`src/logic/cosl_consts.svh`:
```
/*
   Constants of the combine-or / select logic unit: field positions, operation
   codes, register offsets, reset values and timing counts.
   Assumes it is included by bare name from the package and the design files.
*/
`ifndef COSL_CONSTS_SVH
`define COSL_CONSTS_SVH

// ==========================================================================
// Datapath and flag field layout
// ==========================================================================
`define COSL_DATA_W        64
`define COSL_FLAGS_W       6
`define COSL_FLG_SIZE_HI   5
`define COSL_FLG_SIZE_LO   4
`define COSL_FLG_SIMD      3
`define COSL_FLG_OP_HI     2
`define COSL_FLG_OP_LO     0

// ==========================================================================
// Two-input function codes
// ==========================================================================
`define COSL_OP_AND        3'h0
`define COSL_OP_ANDN       3'h1
`define COSL_OP_XOR        3'h2
`define COSL_OP_OR         3'h3
`define COSL_OP_NOR        3'h4
`define COSL_OP_XNOR       3'h5
`define COSL_OP_ORN        3'h6
`define COSL_OP_NAND       3'h7

// ==========================================================================
// Element size codes (log2 of the element width in bytes)
// ==========================================================================
`define COSL_SIZE_B        2'h0
`define COSL_SIZE_H        2'h1
`define COSL_SIZE_W        2'h2
`define COSL_SIZE_D        2'h3

// ==========================================================================
// Register map, byte addresses
// ==========================================================================
`define COSL_ADR_CTRL      8'h00
`define COSL_ADR_STATUS    8'h04
`define COSL_ADR_A_LO      8'h08
`define COSL_ADR_A_HI      8'h0C
`define COSL_ADR_B_LO      8'h10
`define COSL_ADR_B_HI      8'h14
`define COSL_ADR_D_LO      8'h18
`define COSL_ADR_D_HI      8'h1C
`define COSL_ADR_RES_LO    8'h20
`define COSL_ADR_RES_HI    8'h24

`define COSL_CTRL_START    31
`define COSL_CTRL_KIND     8
`define COSL_STAT_BUSY     0
`define COSL_STAT_DONE     1
`define COSL_CTRL_RST      7'h00

// ==========================================================================
// Timing
// ==========================================================================
`define COSL_LATENCY       1

`endif

```
`src/logic/cosl_pkg.sv`:
```
/*
   Types of the combine-or / select logic unit: the issue bundle sent by the
   decoder and the result bundle returned to the register file.
   Assumes cosl_consts.svh is on the include path.
*/
`include "cosl_consts.svh"

package cosl_pkg;

   // =======================================================================
   // Issue and result bundles
   // =======================================================================
   typedef struct packed {
      logic                      valid;
      logic                      is_select;
      logic [`COSL_FLAGS_W-1:0]  flags;
      logic [`COSL_DATA_W-1:0]   src_a;
      logic [`COSL_DATA_W-1:0]   src_b;
      logic [`COSL_DATA_W-1:0]   dst;
   } cosl_issue_t;

   typedef struct packed {
      logic                      valid;
      logic [`COSL_DATA_W-1:0]   data;
   } cosl_result_t;

endpackage

```
`src/logic/cosl_unit.sv`:
```
/*
   Combine-or / element-select logic unit: one-cycle bitwise datapath fed by
   the instruction decoder, plus a Wishbone register window for software.
   Assumes decoder, register file and bus master all run on clk_sys.
*/
// The register offsets and register access over Wishbone were decided locally.
// Behaviour
// - Combine-or applies the two-input function, then ORs all bits per element.
// - Function code 000..111 selects and, andn, xor, or, nor, xnor, orn, nand.
// - Two-bit size field selects the element width of the combine-or.
// - Combine-or with SIMD flag set works on every element; clear works on the low one.
// - Select takes the first operand where the selector element is all ones.
// - Both operations finish in one cycle, one accepted every cycle.
`timescale 1ns/1ps
`include "cosl_consts.svh"

module cosl_unit #(
   parameter int AW = 8
) (
   input  wire logic                  clk_sys,
   input  wire logic                  rst,
   input  wire cosl_pkg::cosl_issue_t issue,
   output cosl_pkg::cosl_result_t     result,
   input  wire logic                  wb_cyc,
   input  wire logic                  wb_stb,
   input  wire logic                  wb_we,
   input  wire logic [AW-1:0]         wb_adr,
   input  wire logic [3:0]            wb_sel,
   input  wire logic [31:0]           wb_dat_wr,
   output logic      [31:0]           wb_dat_rd,
   output logic                       wb_ack
);

   localparam int NBYTES = `COSL_DATA_W / 8;

   cosl_pkg::cosl_issue_t    sw_cmd;
   cosl_pkg::cosl_issue_t    sel_op;
   logic                     sw_taken;
   logic                     op_go;

   logic [1:0]               op_size;
   logic                     op_simd;
   logic [2:0]               op_code;

   logic [`COSL_DATA_W-1:0]  func;
   logic [`COSL_DATA_W-1:0]  nxt_data;

   logic                     res_valid_ff;
   logic [`COSL_DATA_W-1:0]  res_data_ff;
   logic                     sw_tag_ff;

   // ========================================================================
   // Software register window
   // ========================================================================
   cosl_wb_regs #(
      .AW (AW)
   ) u_regs (
      .clk_sys   (clk_sys),
      .rst       (rst),
      .wb_cyc    (wb_cyc),
      .wb_stb    (wb_stb),
      .wb_we     (wb_we),
      .wb_adr    (wb_adr),
      .wb_sel    (wb_sel),
      .wb_dat_wr (wb_dat_wr),
      .wb_dat_rd (wb_dat_rd),
      .wb_ack    (wb_ack),
      .sw_cmd    (sw_cmd),
      .sw_taken  (sw_taken),
      .sw_done   (sw_tag_ff),
      .sw_data   (res_data_ff)
   );

   // ========================================================================
   // Issue arbitration
   // ========================================================================
   // The decoder always wins: stalling the pipeline for a debug-style software
   // operation would cost throughput, so software simply waits for a gap.
   assign sw_taken = sw_cmd.valid & ~issue.valid;
   assign sel_op   = issue.valid ? issue : sw_cmd;
   assign op_go    = issue.valid | sw_cmd.valid;
   assign op_size  = sel_op.flags[`COSL_FLG_SIZE_HI:`COSL_FLG_SIZE_LO];
   assign op_simd  = sel_op.flags[`COSL_FLG_SIMD];
   assign op_code  = sel_op.flags[`COSL_FLG_OP_HI:`COSL_FLG_OP_LO];

   // ========================================================================
   // Two-input bitwise function
   // ========================================================================
   always_comb begin
      case (op_code)
         `COSL_OP_AND:  func = sel_op.src_a & sel_op.src_b;
         `COSL_OP_ANDN: func = sel_op.src_a & ~sel_op.src_b;
         `COSL_OP_XOR:  func = sel_op.src_a ^ sel_op.src_b;
         `COSL_OP_OR:   func = sel_op.src_a | sel_op.src_b;
         `COSL_OP_NOR:  func = ~(sel_op.src_a | sel_op.src_b);
         `COSL_OP_XNOR: func = ~(sel_op.src_a ^ sel_op.src_b);
         `COSL_OP_ORN:  func = sel_op.src_a | ~sel_op.src_b;
         default:       func = ~(sel_op.src_a & sel_op.src_b);
      endcase
   end

   // ========================================================================
   // Per-byte element reduction and selection
   // ========================================================================
   // Every byte looks at all bytes of its own element, so each element size
   // is the same small OR/AND tree rather than a separate datapath.
   genvar k;
   generate
      for (k = 0; k < NBYTES; k++) begin : g_byte
         logic       any_v;
         logic       all_v;
         logic [7:0] byte_v;

         always_comb begin
            any_v = 1'b0;
            all_v = 1'b1;
            for (int j = 0; j < NBYTES; j++) begin
               if ((j >> op_size) == (k >> op_size)) begin
                  any_v = any_v | (|func[8*j +: 8]);
                  all_v = all_v & (&sel_op.src_b[8*j +: 8]);
               end
            end
         end

         // Select ignores the SIMD and function fields, which are reserved for it.
         always_comb begin
            if (sel_op.is_select) begin
               byte_v = all_v ? sel_op.src_a[8*k +: 8] : sel_op.dst[8*k +: 8];
            end else if (!op_simd && (k >> op_size) != 0) begin
               byte_v = 8'h00;
            end else begin
               byte_v = {8{any_v}};
            end
         end

         assign nxt_data[8*k +: 8] = byte_v;
      end
   endgenerate

   // ========================================================================
   // Result stage
   // ========================================================================
   // One register stage only: a new operation is accepted on every edge.
   always_ff @(posedge clk_sys) begin
      if (rst) begin
         res_valid_ff <= 1'b0;
         sw_tag_ff    <= 1'b0;
      end else begin
         res_valid_ff <= issue.valid;
         sw_tag_ff    <= sw_taken;
      end
   end

   always_ff @(posedge clk_sys) begin
      if (rst) begin
         res_data_ff <= 64'h0000_0000_0000_0000;
      end else if (op_go) begin
         res_data_ff <= nxt_data;
      end
   end

   assign result.valid = res_valid_ff;
   assign result.data  = res_data_ff;

   // ========================================================================
   // Checks
   // ========================================================================
   logic byte_clean;

   always_comb begin
      byte_clean = 1'b1;
      for (int i = 0; i < NBYTES; i++) begin
         if (res_data_ff[8*i +: 8] != 8'h00 && res_data_ff[8*i +: 8] != 8'hFF) begin
            byte_clean = 1'b0;
         end
      end
   end
endmodule

```
`src/logic/cosl_wb_regs.sv`:
```
/*
   Wishbone classic slave holding the software view of the logic unit:
   control, status, operand and result registers.
   Assumes a single clock domain and a master that holds each request until ack.
*/
`timescale 1ns/1ps
`include "cosl_consts.svh"

module cosl_wb_regs #(
   parameter int AW = 8
) (
   input  wire logic                  clk_sys,
   input  wire logic                  rst,
   input  wire logic                  wb_cyc,
   input  wire logic                  wb_stb,
   input  wire logic                  wb_we,
   input  wire logic [AW-1:0]         wb_adr,
   input  wire logic [3:0]            wb_sel,
   input  wire logic [31:0]           wb_dat_wr,
   output logic      [31:0]           wb_dat_rd,
   output logic                       wb_ack,
   output cosl_pkg::cosl_issue_t      sw_cmd,
   input  wire logic                  sw_taken,
   input  wire logic                  sw_done,
   input  wire logic [`COSL_DATA_W-1:0] sw_data
);

   logic                       ack_ff;
   logic [31:0]                rdat_ff;
   logic [6:0]                 ctrl_ff;
   logic [`COSL_DATA_W-1:0]    opa_ff;
   logic [`COSL_DATA_W-1:0]    opb_ff;
   logic [`COSL_DATA_W-1:0]    opd_ff;
   logic [`COSL_DATA_W-1:0]    res_ff;
   logic                       pend_ff;
   logic                       fly_ff;
   logic                       done_ff;
   logic                       req;
   logic                       wr;
   logic [7:0]                 adr;
   logic                       busy;

   assign req  = wb_cyc & wb_stb & ~ack_ff;
   assign wr   = req & wb_we;
   assign adr  = 8'(wb_adr);
   assign busy = pend_ff | fly_ff;

   function automatic logic [31:0] merge(input logic [31:0] old_v,
                                         input logic [31:0] new_v,
                                         input logic [3:0]  lanes);
      logic [31:0] r;
      r = old_v;
      for (int i = 0; i < 4; i++) begin
         if (lanes[i]) begin
            r[8*i +: 8] = new_v[8*i +: 8];
         end
      end
      return r;
   endfunction

   // ========================================================================
   // Bus handshake
   // ========================================================================
   // Ack rises one cycle after the request and drops the cycle after, so a
   // held request is never taken twice.
   always_ff @(posedge clk_sys) begin
      if (rst) begin
         ack_ff <= 1'b0;
      end else begin
         ack_ff <= req;
      end
   end

   always_ff @(posedge clk_sys) begin
      if (rst) begin
         rdat_ff <= 32'h0000_0000;
      end else if (req & ~wb_we) begin
         case (adr)
            `COSL_ADR_CTRL:   rdat_ff <= {23'h00_0000, ctrl_ff[6], 2'h0, ctrl_ff[5:0]};
            `COSL_ADR_STATUS: rdat_ff <= {30'h0000_0000, done_ff, busy};
            `COSL_ADR_A_LO:   rdat_ff <= opa_ff[31:0];
            `COSL_ADR_A_HI:   rdat_ff <= opa_ff[63:32];
            `COSL_ADR_B_LO:   rdat_ff <= opb_ff[31:0];
            `COSL_ADR_B_HI:   rdat_ff <= opb_ff[63:32];
            `COSL_ADR_D_LO:   rdat_ff <= opd_ff[31:0];
            `COSL_ADR_D_HI:   rdat_ff <= opd_ff[63:32];
            `COSL_ADR_RES_LO: rdat_ff <= res_ff[31:0];
            `COSL_ADR_RES_HI: rdat_ff <= res_ff[63:32];
            default:          rdat_ff <= 32'h0000_0000;
         endcase
      end
   end

   // ========================================================================
   // Operand and control registers
   // ========================================================================
   always_ff @(posedge clk_sys) begin
      if (rst) begin
         ctrl_ff <= `COSL_CTRL_RST;
         opa_ff  <= 64'h0000_0000_0000_0000;
         opb_ff  <= 64'h0000_0000_0000_0000;
         opd_ff  <= 64'h0000_0000_0000_0000;
      end else if (wr) begin
         case (adr)
            `COSL_ADR_CTRL: begin
               if (wb_sel[0]) begin
                  ctrl_ff[5:0] <= wb_dat_wr[5:0];
               end
               if (wb_sel[1]) begin
                  ctrl_ff[6] <= wb_dat_wr[`COSL_CTRL_KIND];
               end
            end
            `COSL_ADR_A_LO: opa_ff[31:0]  <= merge(opa_ff[31:0], wb_dat_wr, wb_sel);
            `COSL_ADR_A_HI: opa_ff[63:32] <= merge(opa_ff[63:32], wb_dat_wr, wb_sel);
            `COSL_ADR_B_LO: opb_ff[31:0]  <= merge(opb_ff[31:0], wb_dat_wr, wb_sel);
            `COSL_ADR_B_HI: opb_ff[63:32] <= merge(opb_ff[63:32], wb_dat_wr, wb_sel);
            `COSL_ADR_D_LO: opd_ff[31:0]  <= merge(opd_ff[31:0], wb_dat_wr, wb_sel);
            `COSL_ADR_D_HI: opd_ff[63:32] <= merge(opd_ff[63:32], wb_dat_wr, wb_sel);
            default: begin
            end
         endcase
      end
   end

   // ========================================================================
   // Software-started operation tracking
   // ========================================================================
   // A start while busy is dropped; operands may change under a pending op.
   always_ff @(posedge clk_sys) begin
      if (rst) begin
         pend_ff <= 1'b0;
         fly_ff  <= 1'b0;
      end else begin
         fly_ff <= sw_taken;
         if (wr && adr == `COSL_ADR_CTRL && wb_sel[3] && wb_dat_wr[`COSL_CTRL_START]
             && !busy) begin
            pend_ff <= 1'b1;
         end else if (sw_taken) begin
            pend_ff <= 1'b0;
         end
      end
   end

   // The completion flag is sticky; a completion in the clearing cycle wins.
   always_ff @(posedge clk_sys) begin
      if (rst) begin
         done_ff <= 1'b0;
         res_ff  <= 64'h0000_0000_0000_0000;
      end else begin
         done_ff <= sw_done | (done_ff & ~(wr && adr == `COSL_ADR_STATUS && wb_sel[0]
                                           && wb_dat_wr[`COSL_STAT_DONE]));
         if (sw_done) begin
            res_ff <= sw_data;
         end
      end
   end

   assign wb_ack           = ack_ff;
   assign wb_dat_rd        = rdat_ff;
   assign sw_cmd.valid     = pend_ff;
   assign sw_cmd.is_select = ctrl_ff[6];
   assign sw_cmd.flags     = ctrl_ff[5:0];
   assign sw_cmd.src_a     = opa_ff;
   assign sw_cmd.src_b     = opb_ff;
   assign sw_cmd.dst       = opd_ff;

endmodule

```
`config.mk`:
```
export PLATFORM = sky130hd
export DESIGN_NAME = cosl_unit
export DESIGN_NICKNAME = d
export VERILOG_FILES = /design/src/logic/cosl_pkg.sv /design/src/logic/cosl_unit.sv /design/src/logic/cosl_wb_regs.sv
export VERILOG_INCLUDE_DIRS = /design/src /design/src/logic
export SDC_FILE = /design/constraint.sdc
export NUM_CORES = 1
export LEC_CHECK = 0
export BUFFER_PORTS_ARGS = -buffer_cell sky130_fd_sc_hd__buf_2
export CORE_MARGIN = 3
export CORE_UTILIZATION = 55
export DETAILED_ROUTE_END_ITERATION = 10
export PLACE_DENSITY = 0.77
export SYNTH_ARGS = -nofsm -noshare
export SYNTH_HDL_FRONTEND = slang
export SYNTH_SLANG_ARGS = --single-unit
```
`constraint.sdc`:
```
create_clock -name clk_sys -period 12.3 [get_ports clk_sys]
set_input_delay 3.69 -clock clk_sys [delete_from_list [all_inputs] [get_ports clk_sys]]
set_output_delay 3.69 -clock clk_sys [all_outputs]
set_load 0.005 [all_outputs]
```
==> impl_metrics.tcl <==
set metrics [dict create \
    timing.fmax_mhz 114 \
    worstPathRequired_ps 12700 \
    maxCapViolations 0 \
    routed_wirelength_um 95300 \
    rsz_0062_raised_after_global_routing "false" \
    min_period_ps 8790 \
    run_status "finished clean" \
    gr-usage-all-layers_pct 39.0 \
    cp_common_cell "sky130_fd_sc_hd__mux2i_1" \
    num_vias 24600 \
    holdCritStartpoint "u_regs.opd_ff[16]" \
    clock_tree.root_cell "sky130_fd_sc_hd__clkbuf_16" \
    cts.path.max_buffers 3 \
    fill_cells 3784 \
    clk_transition_reported_paths_ps 60 \
    grt_remaining_overflow 0 \
    cts_htree_levels 2 \
    p_leak_nw 11.8 \
    syn-cell-area_um2 24100 \
    drc_errors 0 \
    grt_first_pass_wirelength_um 142000 \
    fin_skew_ps 14.1 \
    setup.worst_path.start "issue[199]" \
    cts_tree "yes" \
    final_net_count 3652 \
    hold_violations 0 \
    layout.cells.most_common_list "396 x sky130_fd_sc_hd__nand2_1, 363 x sky130_fd_sc_hd__dfxtp_1, 344 x sky130_fd_sc_hd__buf_2" \
    number_of_global_route_vias_before_repair 23800 \
    io-pin-count 347 \
    totalPowerFinal_mw 2.86 \
    initial_utilization_pct 55.9 \
    max-slew-margin-rel_pct 11.8 \
    initialDrtViolationCount 2948 \
    synth_enable_flop_cells 0 \
    detail_route.vias_per_cell 6.55 \
    setup.worst_path.start_class "input port" \
    synth-seq-cells 364 \
    critPathMaxStageDelay_ps 840 \
    die-height_um 215 \
    synth.lib_cells_used.distinct 85 \
    wire_per_inst_um 25.3 \
    routabilityCongestion 1.03 \
    timing.critical_path.fanout_max 100 \
    dieArea_um2 46400 \
    final.setup.worst_slack_ps 3510 \
    layout-drive-gt1-share_pct 16.9 \
    period_share_pct 71.5 \
    initial_antenna_violation_count 0 \
    worstSkewPairLatency_ps 570 \
    ys_async_sr_fraction_pct 0 \
    netlist_instances 2903 \
    worstMarginPinSlew_ps 1310 \
    ctsHoldBuffers 0 \
    grt_start_max_net_pins 143 \
    final_common_cell "sky130_fd_sc_hd__nand2_1" \
    hold_class "reg2reg" \
    port_buffers 346 \
    cts-buffers-inserted 39 \
    synth-main-ff-cell "sky130_fd_sc_hd__dfxtp_1" \
    vdd.ir_drop.worst_mv 0.112 \
    timing_worst_setup_path_type "in2reg" \
    fin_tns_setup_ps 0 \
    ys_warn_count 0 \
    pwr_density_cell_nw_per_um2 104 \
    crit_path_end_kind "register" \
    floorplan.core_area_um2 43200 \
    critical_path.cell_chain "buf_8 -> buf_4 -> mux2i_1 -> inv_1 -> ha_1 -> or4_1 -> mux2i_1 -> o221ai_1 -> a2111oi_2 -> a31oi_1 -> a2111oi_4 -> a31oi_4 -> o41ai_4 -> a21oi_1" \
    post-route-util_pct 63.7 \
    r2r-start "u_regs.opa_ff[61]" \
    floorplan.die.width_um 215 \
    synth.avg_cell_area_um2 8.31 \
    synth.yosys.seq_area_share_pct 30.2 \
    antenna-diode-count 0 \
    flow.area_growth_from_synthesis_pct 14.0 \
    setup_viol 0 \
    hpwlAfterDp_um 70900 \
    pre_cts_ws_ps 3090 \
    cpMaxStageDelayCell "sky130_fd_sc_hd__buf_4" \
    route.antenna.remaining_nets 0 \
    placementRows 76 \
    detailedRoute.firstPassIterationCount 9 \
    post_cts_sizing 0 \
    worst-endpoint-arrival_ps 9200 \
    slew_viol_final 0 \
    cts_num_sinks 364 \
    postCtsSetupRepairBufs 0 \
    synth_fp_nets 3408 \
]
-- per-layer routing --
layer	up-vias	global-route usage, %	part of all wire (%)
li1	11000	-	-
met1	11500	50.4	38
met2	1725	61.2	44
met3	379	7.83	11
met4	0	21.8	6.4
met5	-	0	0
-- metrics by stage --
step	hold slack (ps)	std cells	cell area, µm²
after floorplan	444	2903	24100
after global placement	454	3691	26200
after detailed placement	461	3691	26200
after CTS	470	3760	27500
after global routing	495	3760	27500
final	473	3760	27500
-- cells by family after synthesis --
group | share of synthesized area [%]
adders and majority gates | 13.3
buffers and inverters | 5.33
DFF | 30.2
and+or+nand+nor | 18.7
AOI/OAI and AO/OA | 19.6
muxes | 13.0
-- power by group --
part           leakage [nW]  total, mW  switching [mW]  internal (mW)
combinational          8.19      0.439           0.281          0.158
clock                 0.640       1.21           0.496          0.713
sequential             2.95       1.21          0.0186           1.20
-- cell usage after synthesis, types with 22 or more instances --
cell type                  count  share of area [%]
sky130_fd_sc_hd__a22oi_1     144                4.5
sky130_fd_sc_hd__nor3_1       22               0.46
sky130_fd_sc_hd__ha_1        256                 13
sky130_fd_sc_hd__inv_1       133                2.1
sky130_fd_sc_hd__o21ai_0      69                1.4
sky130_fd_sc_hd__mux2_2       39                1.8
sky130_fd_sc_hd__nand3_1     135                2.8
sky130_fd_sc_hd__a21oi_1     277                5.7
sky130_fd_sc_hd__nand2_1     396                6.2
sky130_fd_sc_hd__nor4_1       43                1.1
sky130_fd_sc_hd__o211ai_1     36                1.1
sky130_fd_sc_hd__a211oi_1     31               0.96
sky130_fd_sc_hd__nor2_1      206                3.2
sky130_fd_sc_hd__dfxtp_1     364                 30
sky130_fd_sc_hd__clkbuf_1    134                2.1
sky130_fd_sc_hd__nand4_1      59                1.5
sky130_fd_sc_hd__mux2i_1     261                 11
-- path summary, 6_finish.rpt --
check | end | slack [ps] | cells past startpoint
worst max-delay path | res_data_ff[18] | 3510 | 14
worst min-delay path | u_regs.opd_ff[16] | 470 | 2
worst max register to register | res_data_ff[18] | 7340 | 12
worst min register to register | u_regs.opd_ff[16] | 470 | 2
-- worst max-delay path: cells and delay by family --
family,cells,cell delay [ps]
multiplexers,2,600
AND/OR/NAND/NOR,1,540
adder cells (fa/ha/maj),1,230
buffers and inverters,3,1610
AO/OA/AOI/OAI,7,2380
-- area by class of cell --
class	instances	area, µm²	share of cell area, %
Multi-Input combinational cell	2224	15600	56.9
Sequential cell	364	7290	26.5
Timing Repair Buffer	385	2040	7.44
Clock buffer	61	1200	4.37
Tap cell	585	732	2.66
Inverter	133	499	1.82
Clock inverter	8	93.8	0.341
-- flip-flops by register name, indices dropped and copies added (netlist names) --
name / count
u_regs.fly_ff: 1
u_regs.done_ff: 1
res_data_ff: 64
res_valid_ff: 1
u_regs.res_ff: 64
u_regs.opa_ff: 64
u_regs.opb_ff: 64
u_regs.wb_dat_rd: 32
u_regs.ctrl_ff: 7
u_regs.pend_ff: 1
u_regs.opd_ff: 64
u_regs.wb_ack: 1
Power figures use the tool's default switching activity.
